--- config.mk ---
export PLATFORM = sky130hd
export DESIGN_NAME = pbw_policy
export DESIGN_NICKNAME = d
export VERILOG_FILES = /design/src/hdl/pbw_pkg.sv /design/src/hdl/pbw_bound.sv /design/src/hdl/pbw_policy.sv
export SDC_FILE = /design/constraint.sdc
export NUM_CORES = 1
export LEC_CHECK = 0
export BUFFER_PORTS_ARGS = -buffer_cell sky130_fd_sc_hd__buf_2
export CAP_MARGIN = 40
export CORE_ASPECT_RATIO = 1.25
export CORE_MARGIN = 1.5
export CORE_UTILIZATION = 35
export CTS_CLUSTER_SIZE = 24
export DETAILED_ROUTE_END_ITERATION = 6
export GPL_ROUTABILITY_DRIVEN = 0
export SYNTH_ARGS = -nofsm -noshare
export SYNTH_HDL_FRONTEND = slang
export SYNTH_SLANG_ARGS = --single-unit
--- constraint.sdc ---
create_clock -name i_clock -period 7.8 [get_ports i_clock]
set_clock_uncertainty 0.15 [all_clocks]
set_input_delay 0.78 -clock i_clock [delete_from_list [all_inputs] [get_ports i_clock]]
set_output_delay 0.78 -clock i_clock [all_outputs]
set_load 0.1 [all_outputs]
--- src/hdl/pbw_pkg.sv ---
/*
 * Package for the bridge write-boundary and read-prefetch policy block:
 * configuration offsets, field positions, reset values, bus command codes,
 * carrier structs and the state record of the policy core.
 * Assumes 32-bit configuration dwords and Dword (30-bit) addresses.
 */
package pbw_pkg;

	// ==========================================================
	// Configuration offsets and fields
	localparam logic [7:0] CFG_CLS_OFF     = 8'h0C;
	localparam logic [7:0] CFG_CHIP_OFF    = 8'h40;
	localparam logic [7:0] CFG_RDCTL_OFF   = 8'h48;
	localparam int         CHIP_WDISC_BIT  = 1;
	localparam int         CHIP_WBUSY_BIT  = 16;
	localparam int         CHIP_RBUSY_BIT  = 17;
	localparam int         RDCTL_UPDIS_BIT = 8;
	localparam logic [7:0] CLS_RST         = 8'h00;
	localparam logic [7:0] MPC_RST         = 8'h00;
	localparam logic       WDISC_RST       = 1'b0;
	localparam logic       UPDIS_RST       = 1'b0;

	// ==========================================================
	// Boundaries and counts, in Dwords
	localparam logic [29:0] DW4K_MASK  = 30'h000003FF;
	localparam logic [29:0] DW16_MASK  = 30'h0000000F;
	localparam logic [7:0]  LINE16     = 8'h10;
	localparam logic [7:0]  CLS_WMAX   = 8'h10;
	localparam logic [7:0]  CLS_RMAX   = 8'h40;
	localparam int          MWI_ROOM   = 8;
	localparam logic [15:0] MIN_PREF   = 16'h0010;
	localparam logic [15:0] ONE_DW     = 16'h0001;

	// ==========================================================
	// Bus command codes
	localparam logic [3:0] CMD_IO_RD  = 4'h2;
	localparam logic [3:0] CMD_IO_WR  = 4'h3;
	localparam logic [3:0] CMD_MEM_RD = 4'h6;
	localparam logic [3:0] CMD_MEM_WR = 4'h7;
	localparam logic [3:0] CMD_CFG_RD = 4'hA;
	localparam logic [3:0] CMD_CFG_WR = 4'hB;
	localparam logic [3:0] CMD_MRM    = 4'hC;
	localparam logic [3:0] CMD_MRL    = 4'hE;
	localparam logic [3:0] CMD_MWI    = 4'hF;

	// ==========================================================
	// Carriers
	typedef struct packed {
		logic [3:0]  cmd;
		logic [29:0] dw_addr;
		logic        fast_b2b;
	} pbw_wreq_t;

	typedef struct packed {
		logic [3:0]  cmd;
		logic [29:0] dw_addr;
	} pbw_wfwd_t;

	typedef struct packed {
		logic [3:0]  cmd;
		logic [29:0] dw_addr;
		logic [3:0]  be_n;
		logic        upstream;
		logic        in_pref_win;
	} pbw_rreq_t;

	typedef struct packed {
		logic [3:0]  cmd;
		logic [29:0] dw_addr;
		logic        pref;
		logic [3:0]  be_first_n;
		logic [3:0]  be_rest_n;
		logic [15:0] count;
	} pbw_rfwd_t;

	typedef struct packed {
		logic [7:0] cacheline_size_field;
		logic       wdisc;
		logic [7:0] max_prefetch_count_field;
		logic       updis;
	} pbw_cfg_t;

	typedef enum logic [1:0] {
		W_IDLE  = 2'b01,
		W_BURST = 2'b10
	} pbw_wstate_t;

	typedef enum logic [1:0] {
		R_IDLE  = 2'b01,
		R_FETCH = 2'b10
	} pbw_rstate_t;

	typedef struct packed {
		pbw_cfg_t    cfg;
		logic [31:0] cfg_rdata;
		pbw_wstate_t wst;
		logic        wmwi;
		logic [29:0] waddr;
		logic        wstop;
		logic        wacc;
		logic        wretry;
		logic        dtqpush;
		logic        wfvld;
		pbw_wfwd_t   wfwd;
		pbw_rstate_t rst;
		logic        rpref;
		logic [15:0] rcount;
		logic [15:0] rdone;
		logic [29:0] raddr;
		logic        rgo;
		logic        rgstop;
		logic        rfvld;
		pbw_rfwd_t   rfwd;
	} pbw_state_t;

endpackage

--- src/hdl/pbw_bound.sv ---
/*
 * Aligned-boundary finder: flags the last Dword before an aligned
 * boundary and counts the Dwords left up to it, current one included.
 * Assumes the mask is a power of two minus one.
 */
`timescale 1ns/1ps
module pbw_bound #(
	parameter int AW = 30
) (
	// Address and boundary mask
	input  wire logic [AW-1:0] i_addr,
	input  wire logic [AW-1:0] i_mask,
	// Result
	output logic              o_end,
	output logic [AW-1:0]     o_left
);
	if (AW < 8) begin : g_chk
		$error("pbw_bound: AW too small");
	end

	assign o_end  = (i_addr & i_mask) == i_mask;
	assign o_left = (~i_addr & i_mask) + {{(AW-1){1'b0}}, 1'b1};
endmodule // pbw_bound

--- src/hdl/pbw_policy.sv ---
/*
 * Forwarding policy of a two-bus bridge: write disconnect boundaries,
 * posted/delayed write admission, read classing and prefetch sizing.
 * Assumes the buffer and queue logic around it reports free space on
 * the same clock and moves the data; configuration dwords arrive over
 * the configuration access port below.
 */
`timescale 1ns/1ps
module pbw_policy #(
	parameter int PW_DEPTH   = 32,
	parameter int RB_DEPTH   = 64,
	parameter int PREF_SPARE = 8,
	parameter int PW_W       = $clog2(PW_DEPTH + 1),
	parameter int RB_W       = $clog2(RB_DEPTH + 1)
) (
	// Clock, reset, enable
	input  wire logic              i_clock,
	input  wire logic              i_arst_n,
	input  wire logic              i_clk_en,
	// Configuration access
	input  wire logic              i_cfg_we,
	input  wire logic              i_cfg_re,
	input  wire logic [7:0]        i_cfg_addr,
	input  wire logic [3:0]        i_cfg_be,
	input  wire logic [31:0]       i_cfg_wdata,
	output logic [31:0]            o_cfg_rdata,
	// Write target side
	input  wire logic              i_wr_start,
	input  wire pbw_pkg::pbw_wreq_t i_wr_req,
	input  wire logic              i_wr_dphase,
	input  wire logic              i_wr_last,
	input  wire logic [PW_W-1:0]   i_pw_free,
	input  wire logic [1:0]        i_dtq_free,
	output logic                   o_wr_accept,
	output logic                   o_wr_retry,
	output logic                   o_dtq_push,
	output logic                   o_wr_stop,
	output logic                   o_wr_fwd_vld,
	output pbw_pkg::pbw_wfwd_t     o_wr_fwd,
	// Read request and fetch side
	input  wire logic              i_rd_req,
	input  wire pbw_pkg::pbw_rreq_t i_rd_reqd,
	input  wire logic              i_rd_fetched,
	input  wire logic              i_rd_flow,
	input  wire logic              i_rd_master_end,
	input  wire logic              i_rd_tgt_disc,
	input  wire logic              i_rd_fifo_full,
	input  wire logic [RB_W-1:0]   i_rd_room,
	input  wire logic              i_rd_given,
	output logic                   o_rd_fwd_vld,
	output pbw_pkg::pbw_rfwd_t     o_rd_fwd,
	output logic                   o_rd_fetch_go,
	output logic                   o_rd_give_stop
);
	import pbw_pkg::*;

	if (PW_DEPTH < MWI_ROOM + 1 || RB_DEPTH < 16
	    || PREF_SPARE < 1 || PREF_SPARE > RB_DEPTH) begin : g_chk
		$error("pbw_policy: buffer parameters out of range");
	end

	pbw_state_t st_r;
	pbw_state_t st_nxt;

	// ==========================================================
	// Line size checks
	function automatic logic pow2_upto(logic [7:0] v, logic [7:0] lim);
		return (v != 8'h00) && ((v & (v - 8'h01)) == 8'h00) && (v <= lim);
	endfunction

	logic cls_w_ok;
	logic cls_r_ok;
	logic cls16;
	assign cls_w_ok = pow2_upto(st_r.cfg.cacheline_size_field, CLS_WMAX);
	assign cls_r_ok = pow2_upto(st_r.cfg.cacheline_size_field, CLS_RMAX);
	assign cls16    = st_r.cfg.cacheline_size_field == LINE16;

	// ==========================================================
	// Write boundary look-ahead for the next data phase
	logic           w_busy;
	logic           w_take_dp;
	logic           w_end_now;
	logic           w_slot;
	logic           w_posted;
	logic           w_take;
	logic [29:0]    waddr_n;
	logic           wmwi_n;
	logic [PW_W-1:0] free_now;
	logic           full_n;
	logic           low_n;
	logic [29:0]    wline_mask;
	logic           wline_end;
	logic           w4k_end;
	logic           wstop_n;

	assign w_busy    = st_r.wst == W_BURST;
	assign w_take_dp = w_busy && i_wr_dphase;
	assign w_end_now = w_take_dp && (i_wr_last || st_r.wstop);
	// A fast back-to-back start may land on the closing phase
	assign w_slot    = !w_busy || w_end_now;
	assign w_posted  = i_wr_req.cmd == CMD_MEM_WR
	                || i_wr_req.cmd == CMD_MWI;
	assign w_take    = i_wr_start && w_slot && w_posted
	                && (i_pw_free != '0);
	assign waddr_n   = w_take ? i_wr_req.dw_addr
	                 : w_take_dp ? st_r.waddr + 30'h00000001
	                 : st_r.waddr;
	assign wmwi_n    = w_take ? (i_wr_req.cmd == CMD_MWI && cls_w_ok)
	                 : st_r.wmwi;
	// Free space still counts the phase being taken this cycle
	assign free_now  = i_pw_free - PW_W'(w_take_dp && !w_end_now);
	assign full_n    = free_now <= PW_W'(1);
	assign low_n     = free_now <= PW_W'(MWI_ROOM);
	assign wline_mask = cls_w_ok ? {22'h000000, st_r.cfg.cacheline_size_field - 8'h01}
	                  : DW16_MASK;

	pbw_bound #(.AW(30)) u_wline (
		.i_addr (waddr_n),
		.i_mask (wline_mask),
		.o_end  (wline_end),
		.o_left ()
	);

	pbw_bound #(.AW(30)) u_w4k (
		.i_addr (waddr_n),
		.i_mask (DW4K_MASK),
		.o_end  (w4k_end),
		.o_left ()
	);

	assign wstop_n = w4k_end
	    || full_n
	    || (wline_end && wmwi_n && cls16)
	    || (wline_end && wmwi_n && low_n)
	    || (wline_end && !wmwi_n && st_r.cfg.wdisc && low_n);

	// ==========================================================
	// Read classing and prefetch count
	logic        r_pref;
	logic [29:0] rline_mask;
	logic [29:0] rleft;
	logic [15:0] cacheline_boundary_count;
	logic [15:0] prod;
	logic [15:0] raw_cnt;
	logic [15:0] r_cnt;
	logic        r4k_end;
	logic [15:0] rdone_n;
	logic        r_stop;

	always_comb begin
		unique case (i_rd_reqd.cmd)
			CMD_IO_RD, CMD_CFG_RD: r_pref = 1'b0;
			CMD_MRL, CMD_MRM:      r_pref = 1'b1;
			CMD_MEM_RD:            r_pref = i_rd_reqd.upstream
			                     ? !st_r.cfg.updis
			                     : i_rd_reqd.in_pref_win;
			default:               r_pref = 1'b0;
		endcase
	end

	assign rline_mask = cls_r_ok ? {22'h000000, st_r.cfg.cacheline_size_field - 8'h01}
	                  : DW16_MASK;

	pbw_bound #(.AW(30)) u_rline (
		.i_addr (i_rd_reqd.dw_addr),
		.i_mask (rline_mask),
		.o_end  (),
		.o_left (rleft)
	);

	pbw_bound #(.AW(30)) u_r4k (
		.i_addr (st_r.raddr),
		.i_mask (DW4K_MASK),
		.o_end  (r4k_end),
		.o_left ()
	);

	assign cacheline_boundary_count = rleft[15:0];
	assign prod    = 16'(st_r.cfg.max_prefetch_count_field) * 16'(st_r.cfg.cacheline_size_field);
	assign raw_cnt = (st_r.cfg.max_prefetch_count_field < st_r.cfg.cacheline_size_field) ? cacheline_boundary_count
	               : prod + cacheline_boundary_count;
	assign r_cnt   = !r_pref ? ONE_DW
	               : (raw_cnt < MIN_PREF) ? MIN_PREF : raw_cnt;
	assign rdone_n = st_r.rdone + 16'(i_rd_fetched);

	// Fetch ends on a terminating event, after one Dword if not prefetching, a 4KB boundary, or when the count is used up with no flow and room below PREF_SPARE
	always_comb begin
		r_stop = i_rd_master_end || i_rd_tgt_disc || i_rd_fifo_full;
		if (i_rd_fetched) begin
			if (!st_r.rpref) begin
				r_stop = 1'b1;
			end else if (r4k_end) begin
				r_stop = 1'b1;
			end else if (rdone_n >= st_r.rcount && !i_rd_flow
			             && i_rd_room < RB_W'(PREF_SPARE)) begin
				r_stop = 1'b1;
			end
		end
	end

	// ==========================================================
	// Next state
	always_comb begin
		st_nxt         = st_r;
		st_nxt.wacc    = 1'b0;
		st_nxt.wretry  = 1'b0;
		st_nxt.dtqpush = 1'b0;
		st_nxt.wfvld   = 1'b0;
		st_nxt.rfvld   = 1'b0;

		if (i_cfg_we && i_cfg_be[0]) begin
			if (i_cfg_addr == CFG_CLS_OFF) begin
				st_nxt.cfg.cacheline_size_field = i_cfg_wdata[7:0];
			end
			if (i_cfg_addr == CFG_CHIP_OFF) begin
				st_nxt.cfg.wdisc = i_cfg_wdata[CHIP_WDISC_BIT];
			end
			if (i_cfg_addr == CFG_RDCTL_OFF) begin
				st_nxt.cfg.max_prefetch_count_field = i_cfg_wdata[7:0];
			end
		end
		if (i_cfg_we && i_cfg_be[1] && i_cfg_addr == CFG_RDCTL_OFF) begin
			st_nxt.cfg.updis = i_cfg_wdata[RDCTL_UPDIS_BIT];
		end
		if (i_cfg_re) begin
			st_nxt.cfg_rdata = 32'h00000000;
			unique case (i_cfg_addr)
				CFG_CLS_OFF: st_nxt.cfg_rdata[7:0] = st_r.cfg.cacheline_size_field;
				CFG_CHIP_OFF: begin
					st_nxt.cfg_rdata[CHIP_WDISC_BIT] = st_r.cfg.wdisc;
					st_nxt.cfg_rdata[CHIP_WBUSY_BIT] = w_busy;
					st_nxt.cfg_rdata[CHIP_RBUSY_BIT] = st_r.rst == R_FETCH;
				end
				CFG_RDCTL_OFF: begin
					st_nxt.cfg_rdata[7:0] = st_r.cfg.max_prefetch_count_field;
					st_nxt.cfg_rdata[RDCTL_UPDIS_BIT] = st_r.cfg.updis;
				end
				default: st_nxt.cfg_rdata = 32'h00000000;
			endcase
		end

		// Write path
		if (w_end_now) begin
			st_nxt.wst = W_IDLE;
		end
		st_nxt.waddr = waddr_n;
		st_nxt.wmwi  = wmwi_n;
		st_nxt.wstop = wstop_n;
		if (i_wr_start && w_slot) begin
			if (w_take) begin
				st_nxt.wacc  = 1'b1;
				st_nxt.wst   = W_BURST;
				// One forward record per accepted write, no merging
				st_nxt.wfvld = 1'b1;
				st_nxt.wfwd.cmd = wmwi_n ? CMD_MWI : CMD_MEM_WR;
				st_nxt.wfwd.dw_addr = i_wr_req.dw_addr;
			end else if (w_posted) begin
				st_nxt.wretry = 1'b1;
			end else if (i_wr_req.cmd == CMD_IO_WR
			             || i_wr_req.cmd == CMD_CFG_WR) begin
				st_nxt.wretry  = 1'b1;
				st_nxt.dtqpush = i_dtq_free != 2'h0;
			end
		end

		// Read path
		if (i_rd_given) begin
			st_nxt.rgstop = 1'b0;
		end
		unique case (st_r.rst)
			R_IDLE: begin
				if (i_rd_req) begin
					st_nxt.rfvld = 1'b1;
					st_nxt.rfwd.cmd = i_rd_reqd.cmd;
					st_nxt.rfwd.dw_addr = i_rd_reqd.dw_addr;
					st_nxt.rfwd.pref = r_pref;
					st_nxt.rfwd.be_first_n = r_pref ? 4'h0
					                       : i_rd_reqd.be_n;
					st_nxt.rfwd.be_rest_n = 4'h0;
					st_nxt.rfwd.count = r_cnt;
					st_nxt.rpref  = r_pref;
					st_nxt.rcount = r_cnt;
					st_nxt.rdone  = 16'h0000;
					st_nxt.raddr  = i_rd_reqd.dw_addr;
					st_nxt.rgo    = 1'b1;
					st_nxt.rgstop = !r_pref;
					st_nxt.rst    = R_FETCH;
				end
			end
			R_FETCH: begin
				if (i_rd_fetched) begin
					st_nxt.rdone = rdone_n;
					st_nxt.raddr = st_r.raddr + 30'h00000001;
				end
				if (r_stop) begin
					st_nxt.rgo = 1'b0;
					st_nxt.rst = R_IDLE;
				end
			end
		endcase
	end

	// ==========================================================
	// State register
	always_ff @(posedge i_clock or negedge i_arst_n) begin
		if (!i_arst_n) begin
			st_r           <= '0;
			st_r.cfg.cacheline_size_field   <= CLS_RST;
			st_r.cfg.max_prefetch_count_field   <= MPC_RST;
			st_r.cfg.wdisc <= WDISC_RST;
			st_r.cfg.updis <= UPDIS_RST;
			st_r.wst       <= W_IDLE;
			st_r.rst       <= R_IDLE;
		end else if (i_clk_en) begin
			st_r <= st_nxt;
		end
	end

	assign o_cfg_rdata    = st_r.cfg_rdata;
	assign o_wr_accept    = st_r.wacc;
	assign o_wr_retry     = st_r.wretry;
	assign o_dtq_push     = st_r.dtqpush;
	assign o_wr_stop      = st_r.wstop;
	assign o_wr_fwd_vld   = st_r.wfvld;
	assign o_wr_fwd       = st_r.wfwd;
	assign o_rd_fwd_vld   = st_r.rfvld;
	assign o_rd_fwd       = st_r.rfwd;
	assign o_rd_fetch_go  = st_r.rgo;
	assign o_rd_give_stop = st_r.rgstop;

	// ==========================================================
	// Checks
	logic a4k_now;
	assign a4k_now = (st_r.waddr & DW4K_MASK) == DW4K_MASK;

	property p_wr_4k;
		@(posedge i_clock) disable iff (!i_arst_n)
		(w_busy && a4k_now) |-> o_wr_stop;
	endproperty
	a_wr_4k: assert property (p_wr_4k)
		else $error("write burst passes a 4KB boundary");

	property p_wr_accept;
		@(posedge i_clock) disable iff (!i_arst_n)
		(i_clk_en && i_wr_start && !w_busy && w_posted && i_pw_free != '0)
		|=> (o_wr_accept && o_wr_fwd_vld && !o_wr_retry);
	endproperty
	a_wr_accept: assert property (p_wr_accept)
		else $error("posted write with room not accepted");

	property p_wr_full_retry;
		@(posedge i_clock) disable iff (!i_arst_n)
		(i_clk_en && i_wr_start && !w_busy && w_posted && i_pw_free == '0)
		|=> (o_wr_retry && !o_wr_accept);
	endproperty
	a_wr_full_retry: assert property (p_wr_full_retry)
		else $error("write without room not retried");

	property p_dtq_push;
		@(posedge i_clock) disable iff (!i_arst_n)
		(i_clk_en && i_wr_start && !w_busy && i_dtq_free != 2'h0
		 && (i_wr_req.cmd == CMD_IO_WR || i_wr_req.cmd == CMD_CFG_WR))
		|=> (o_dtq_push && o_wr_retry);
	endproperty
	a_dtq_push: assert property (p_dtq_push)
		else $error("delayed write not queued");

	property p_rd_iocfg;
		@(posedge i_clock) disable iff (!i_arst_n)
		(o_rd_fwd_vld && (o_rd_fwd.cmd == CMD_IO_RD
		 || o_rd_fwd.cmd == CMD_CFG_RD))
		|-> (!o_rd_fwd.pref && o_rd_fwd.count == ONE_DW);
	endproperty
	a_rd_iocfg: assert property (p_rd_iocfg)
		else $error("I/O or config read prefetched");

	property p_rd_min16;
		@(posedge i_clock) disable iff (!i_arst_n)
		(o_rd_fwd_vld && o_rd_fwd.pref) |-> (o_rd_fwd.count >= MIN_PREF);
	endproperty
	a_rd_min16: assert property (p_rd_min16)
		else $error("prefetch count below sixteen");

	property p_rd_line_mult;
		@(posedge i_clock) disable iff (!i_arst_n)
		(o_rd_fwd_vld && (o_rd_fwd.cmd == CMD_MRL
		 || o_rd_fwd.cmd == CMD_MRM))
		|-> (o_rd_fwd.pref && o_rd_fwd.be_first_n == 4'h0
		     && o_rd_fwd.be_rest_n == 4'h0);
	endproperty
	a_rd_line_mult: assert property (p_rd_line_mult)
		else $error("line or multiple read not prefetchable");

	property p_rd_nonpref;
		@(posedge i_clock) disable iff (!i_arst_n)
		(i_clk_en && i_rd_req && st_r.rst == R_IDLE && !r_pref)
		|=> (o_rd_give_stop && o_rd_fetch_go && o_rd_fwd.count == ONE_DW);
	endproperty
	a_rd_nonpref: assert property (p_rd_nonpref)
		else $error("non-prefetch read not single Dword");

	property p_rd_flow;
		@(posedge i_clock) disable iff (!i_arst_n)
		(i_clk_en && st_r.rst == R_FETCH && st_r.rpref && i_rd_flow
		 && i_rd_fetched && !r4k_end && !i_rd_master_end
		 && !i_rd_tgt_disc && !i_rd_fifo_full) |=> o_rd_fetch_go;
	endproperty
	a_rd_flow: assert property (p_rd_flow)
		else $error("flow-through fetch stopped early");
endmodule // pbw_policy

==> impl_metrics.env, run 1 <==
export IMPL_core_um2=33700
export IMPL_syn_mean_instance_area_um2=8.98
export IMPL_rows=75
export IMPL_r2r_end="o_rd_fwd[0]"
export IMPL_p_seq_share_pct=27.9
export IMPL_cp_common_cell="ha_1"
export IMPL_crit_arrival_ns=7.59
export IMPL_clk_pin_slew_ns=0.07
export IMPL_worstMarginPinSlew_ns=0.819
export IMPL_critPathBufInv=5
export IMPL_synth_cells=1339
export IMPL_clock_fmax_mhz=135
export IMPL_endpoint="o_rd_fwd[0]"
export IMPL_hold_class="primary input to async pin"
export IMPL_drtPass1Iterations=5
export IMPL_final_max_slew_violation_count=0
export IMPL_clock_root_buffer="clkbuf_16"
export IMPL_track_usage_pct=17.2
export IMPL_synth_top_cell_by_area="dfrtp_1"
export IMPL_synth_top_area_share_pct=33.5
export IMPL_ir_drop_mv=0.164
export IMPL_h_tree_depth=4
export IMPL_holdWs_ns=0.185
export IMPL_post_dp_cell_area_um2=12900
export IMPL_synth_edf_count=0
export IMPL_ant_nets=0
export IMPL_combPwrFrac_pct=51.4
export IMPL_rrSetupSlack_ns=0.39
export IMPL_stdcell_area_um2=13600
export IMPL_vias=9524
export IMPL_cts_max_path_buffers=2
export IMPL_p_sw_mw=2.42
export IMPL_period_share_pct=95.0
export IMPL_internal_power_mw=2.04
export IMPL_path_max_fanout=5
export IMPL_p_per_area_nw_per_um2=328
export IMPL_clock_latency_ns=0.45
export IMPL_worst_r2r_startpoint="st_r[242]"
export IMPL_crit_family="simple AND/OR/NAND/NOR gates"
export IMPL_seq_area_frac_synth_pct=33.9
export IMPL_drtIter0Drc=497
export IMPL_routed_via_density=5.03
export IMPL_drc=0
export IMPL_drv_cap=0
export IMPL_cp_data_required_time_ns=7.99
export IMPL_die_h_um=210
export IMPL_cts_sinks=163
export IMPL_ys_ff_latch=163
export IMPL_final_nets=1733
export IMPL_max_stage_delay_ns=0.53
export IMPL_syn_cell_area_um2=12000
export IMPL_power_share_switching_pct=54.3
export IMPL_power_total_mw=4.46
export IMPL_finalSetupViolCount=0
export IMPL_cts_hold_buf=0
export IMPL_critPathKind="flop to flop"
export IMPL_ys_top_cells_by_area="dfrtp_1 33%, ha_1 8.5%, buf_4 7.9%"
export IMPL_multi_input_area_um2=6550
export IMPL_reg2reg_depth=31
export IMPL_synth_ff_type="dfrtp_1"
export IMPL_grt_overflow=0
export IMPL_numCtsBuffers=17
export IMPL_start_util_pct=35.7
export IMPL_crit_slowest_cell="fa_1"
export IMPL_yosysMostFrequentCell="nand2_1"
export IMPL_clockPowerShare_pct=20.6
export IMPL_critPathLaunchType="flop"
export IMPL_antenna_found_initial=0
export IMPL_dp_hpwl_um=23000
export IMPL_port_buffers=227
export IMPL_endpoint_kind="flop"
export IMPL_grt_max_degree=86
export IMPL_io_pins=282
export IMPL_diodes=0
export IMPL_hold_viol=0
export IMPL_status="finished clean"
export IMPL_cts_tree="done"
export IMPL_regArea_um2=4080
export IMPL_min_period_ns=7.41
export IMPL_routed_wl_um=30000
export IMPL_leakage_nw=6.80
export IMPL_drive_above_1_share_pct=25.1
export IMPL_worstSetupStartpoint="st_r[242]"
export IMPL_ys_top_cells_by_count="228 x nand2_1, 161 x dfrtp_1, 126 x buf_4"
export IMPL_grt_pass1_vias=9270
export IMPL_wl_per_cell_um=15.8
export IMPL_dieArea_um2=35500
export IMPL_grt_pass1_wl_um=48200
export IMPL_yosysUniqueCellTypes=68
export IMPL_ys_warn_count=0
export IMPL_relSlewSlack_pct=45.4
export IMPL_async_reset_ff_share_pct=100
export IMPL_nFillCells=3382
export IMPL_area_growth_pct=13.1
export IMPL_fp_dieW_um=169
export IMPL_cp_depth=31
[layout make-up]
type	instances	area share (%)
clock inverter	15	1.55
tap	423	3.89
multi-input combinational	908	48.1
clock buffer	17	3.13
timing repair buffer	258	10.3
inverter	109	3.01
sequential	163	30.0
[cells in the final DEF, fill, tap and decap left out, types with 7 or more instances in the layout]
cell,synthesis,final
conb_1,1,25
fa_1,45,44
inv_1,109,108
and2_1,24,24
o22ai_1,10,10
mux2_2,52,52
nand4_1,12,12
nor4_1,12,10
o21ai_0,90,90
xnor2_1,23,23
nor3_1,18,18
a21oi_1,44,43
nor2_1,46,46
buf_2,2,226
clkbuf_16,0,17
a22oi_1,8,8
ha_1,82,81
o21a_1,8,8
xor2_1,17,17
nor3b_1,7,7
buf_4,126,28
nand2_1,228,228
dfrtp_1,161,161
and3_1,15,14
nand3_1,24,23
a21o_1,13,13
a22o_1,13,13
nand2b_1,7,7
[logic make-up after synthesis]
group	synth area share (%)
AND/OR/NAND/NOR	16.7
buffers and inverters	13.1
AO/OA/AOI/OAI	12.0
flip-flops	33.9
adder cells (fa/ha/maj)	16.0
multiplexers	5.29
XOR/XNOR	2.91
other	0.0312
[power groups by stage]
stage          combinational (mW)  sequential, mW  clock (mW)
6_report                     2.30            1.25       0.922
5_1_grt                      2.42            1.28       0.983
4_1_cts                      2.31            1.25       0.944
3_5_place_dp                 2.30            1.26           0
3_3_place_gp                 2.27            1.25           0
2_1_floorplan                2.13            1.26           0
[registers in the layout (all words and copies together), names as in the netlist]
name / count
o_wr_fwd: 32
o_rd_give_stop: 1
o_dtq_push: 1
st_r: 59
o_rd_fwd_vld: 1
o_rd_fwd: 55
o_wr_stop: 1
o_wr_accept: 1
o_wr_retry: 1
o_cfg_rdata: 11
[timing repair]
item                                   in CTS  in global routing
buffers inserted                            0                  4
endpoints found under the hold margin       0                  0
resized for setup                           0                 15
setup endpoints to repair                   0                  5
[metrics by stage]
step	TNS (ns)	std cells	worst slack, ns	utilization [%]
2_1_floorplan	0	1363	0.0299	-
3_3_place_gp	0	1854	0.210	38.0
3_5_place_dp	0	1857	0.0862	38.2
4_1_cts	0	1889	0.0481	40.1
5_1_grt	-0.0525	1893	-0.0439	40.4
6_report	0	1893	0.392	40.4
[layer usage]
metal,up-vias,global-route usage (%),wire length [um]
met5,-,0,0
met4,0,6.65,635
met3,27,2.70,1200
met2,231,29.2,14800
met1,4665,22.0,13400
li1,4601,-,-
[worst min path at each step]
| stage | startpoint | to | cells after the start |
|---|---|---|---|
| after floorplan | st_r[196] | st_r[196] | 1 |
| after detailed placement | o_rd_fwd[51] | o_rd_fwd[51] | 2 |
| after global placement | o_rd_fwd[36] | o_rd_fwd[36] | 2 |
| after CTS | i_arst_n | o_rd_fwd[38] | 1 |
| final | i_arst_n | o_rd_fwd[38] | 1 |
| after global routing | i_arst_n | o_rd_fwd[38] | 1 |
No activity file was read; power rests on OpenSTA's default activity.
==> run 2: changes to the inputs <==
Settings changed: SYNTH_HIERARCHICAL from default to 1.
==> run 2 against run 1 <==
Against the previous run: routed wire length increased by 48%; sequential share of layout area decreased by 1.9 points; via count increased by 39%; final area up 33%; sequential cell count is 40 higher; register-to-register slack worse by 0.05 ns; fmax is 0.65% lower; worst setup slack worse by 0.049 ns.
==> impl_metrics.env, run 2 <==
export IMPL_status="finished clean"
export IMPL_finalNonFillerCells=2663
export IMPL_start_util_pct=35.7
export IMPL_grt_max_degree=67
export IMPL_grt_pass1_wl_um=70000
export IMPL_routed_via_density=4.97
export IMPL_ir_drop_mv=0.477
export IMPL_final_nets=2354
export IMPL_ant_nets=0
export IMPL_reg2reg_depth=33
export IMPL_grt_overflow=0
export IMPL_fp_dieW_um=193
export IMPL_track_usage_pct=19.1
export IMPL_max_stage_delay_ns=0.55
export IMPL_multi_input_area_um2=9450
export IMPL_hold_class="primary input to async pin"
export IMPL_io_pins=282
export IMPL_port_buffers=227
export IMPL_worstMarginPinSlew_ns=0.848
export IMPL_largest_reg_flops=99
export IMPL_crit_slowest_cell="fa_1"
export IMPL_numCtsBuffers=24
export IMPL_cp_common_cell="buf_4"
export IMPL_rrSetupSlack_ns=0.34
export IMPL_stdcell_area_um2=18100
export IMPL_regMostFlops="st_r"
export IMPL_finalSetupViolCount=0
export IMPL_p_per_area_nw_per_um2=319
export IMPL_hold_viol=0
export IMPL_final_max_slew_violation_count=0
export IMPL_critPathKind="flop to flop"
export IMPL_cts_hold_buf=0
export IMPL_drtIter0Drc=787
export IMPL_endpoint_kind="flop"
export IMPL_ys_warn_count=6
export IMPL_drc=0
export IMPL_clk_pin_slew_ns=0.06
export IMPL_synth_cells=1858
export IMPL_syn_cell_area_um2=15800
export IMPL_leakage_nw=9.03
export IMPL_dp_cells=2618
export IMPL_wl_per_cell_um=16.7
export IMPL_dieArea_um2=46500
export IMPL_h_tree_depth=1
export IMPL_diodes=0
export IMPL_worst_r2r_startpoint="st_r[244]"
export IMPL_clock_latency_ns=0.56
export IMPL_regArea_um2=5080
export IMPL_period_share_pct=95.6
export IMPL_path_max_fanout=14
export IMPL_mostFrequentLayoutCell="nand2_1"
export IMPL_dp_hpwl_um=33600
export IMPL_crit_arrival_ns=7.69
export IMPL_critPathLaunchType="flop"
export IMPL_drive_above_1_share_pct=19.4
export IMPL_clock_fmax_mhz=134
export IMPL_rows=86
export IMPL_pre_cts_slack_ns=0.210
export IMPL_nFillCells=4485
export IMPL_setup_tns_ns=0
export IMPL_cts_tree="done"
export IMPL_fin_ws_ns=0.343
export IMPL_min_period_ns=7.46
export IMPL_core_um2=44300
export IMPL_area_growth_pct=14.2
export IMPL_die_h_um=241
export IMPL_drv_cap=0
export IMPL_antenna_found_initial=2
export IMPL_cts_sinks=203
export IMPL_cts_max_path_buffers=3
export IMPL_holdWs_ns=0.0116
export IMPL_vias=13200
export IMPL_clock_root_buffer="clkbuf_16"
export IMPL_layout_common_cells="288 x nand2_1, 226 x buf_2, 201 x dfrtp_1, 144 x inv_1"
export IMPL_drtPass1Iterations=5
export IMPL_r2r_end="o_rd_fwd[2]"
export IMPL_post_dp_cell_area_um2=17300
export IMPL_grt_pass1_vias=13200
export IMPL_relSlewSlack_pct=43.5
export IMPL_syn_mean_instance_area_um2=8.51
export IMPL_routed_wl_um=44400
export IMPL_cp_data_required_time_ns=8.04
==> run 2: cell types whose count changed in the layout (fill, tap and decap cells not counted), sizes merged, moves of 23 or more <==
cell	change
inv	+28
a21oi	+54
nand2	+60
conb	+94
nor2	+44
dfrtp	+40
clkbuf	+23
nor2b	+83
o21ai	+27
==> run 2: routing by layer <==
metal / GRT usage, % / part of all wire, % / up-vias
li1: - / - / 6425
met3: 2.31 / 4.5 / 64
met5: 0 / 0 / -
met1: 24.2 / 42 / 6416
met2: 33.8 / 51 / 339
met4: 5.80 / 2.5 / 0
==> run 2: layout make-up <==
cell class	instances	area share [%]
clock buffer	40	3.99
clock inverter	3	0.145
inverter	144	2.99
multi-input combinational	1430	52.3
sequential	203	28.1
tap	572	3.96
timing repair buffer	271	8.48
==> run 2: through the flow <==
step	power (mW)	utilization (%)
after floorplan	4.37	-
after detailed placement	4.69	39.0
final	5.77	40.8
after CTS	5.81	40.7
after global routing	6.09	40.8
after global placement	4.62	38.8
==> run 2: what timing repair did <==
item	4_1_cts	5_1_grt
setup buffers	0	2
endpoints found under the setup margin	0	5
gates resized for setup	0	4
==> run 2: critical path: cells and delay by family, from the launching register on <==
family                   cells  cell delay (ns)
buffers and inverters        9             1.13
flip-flops                   1             0.39
AND/OR/NAND/NOR             12             1.88
XOR/XNOR                     1             0.26
adder cells (fa/ha/maj)      6             2.53
AO/OA/AOI/OAI                4             0.79
multiplexers                 1             0.14
==> run 2: how the worst max path moves through the flow <==
stage | depth (start not counted) | to | start
global route | 33 | o_rd_fwd[2] | st_r[244]
CTS | 32 | o_rd_fwd[2] | st_r[244]
global placement | 31 | o_rd_fwd[1] | st_r[244]
finish | 33 | o_rd_fwd[2] | st_r[244]
floorplan | 30 | o_rd_fwd[1] | st_r[242]
detailed placement | 32 | o_rd_fwd[2] | st_r[244]
==> run 2: power breakdown <==
part	internal, mW	switching [mW]
clock network	0.626	0.464
logic	0.664	2.31
registers	1.41	0.302
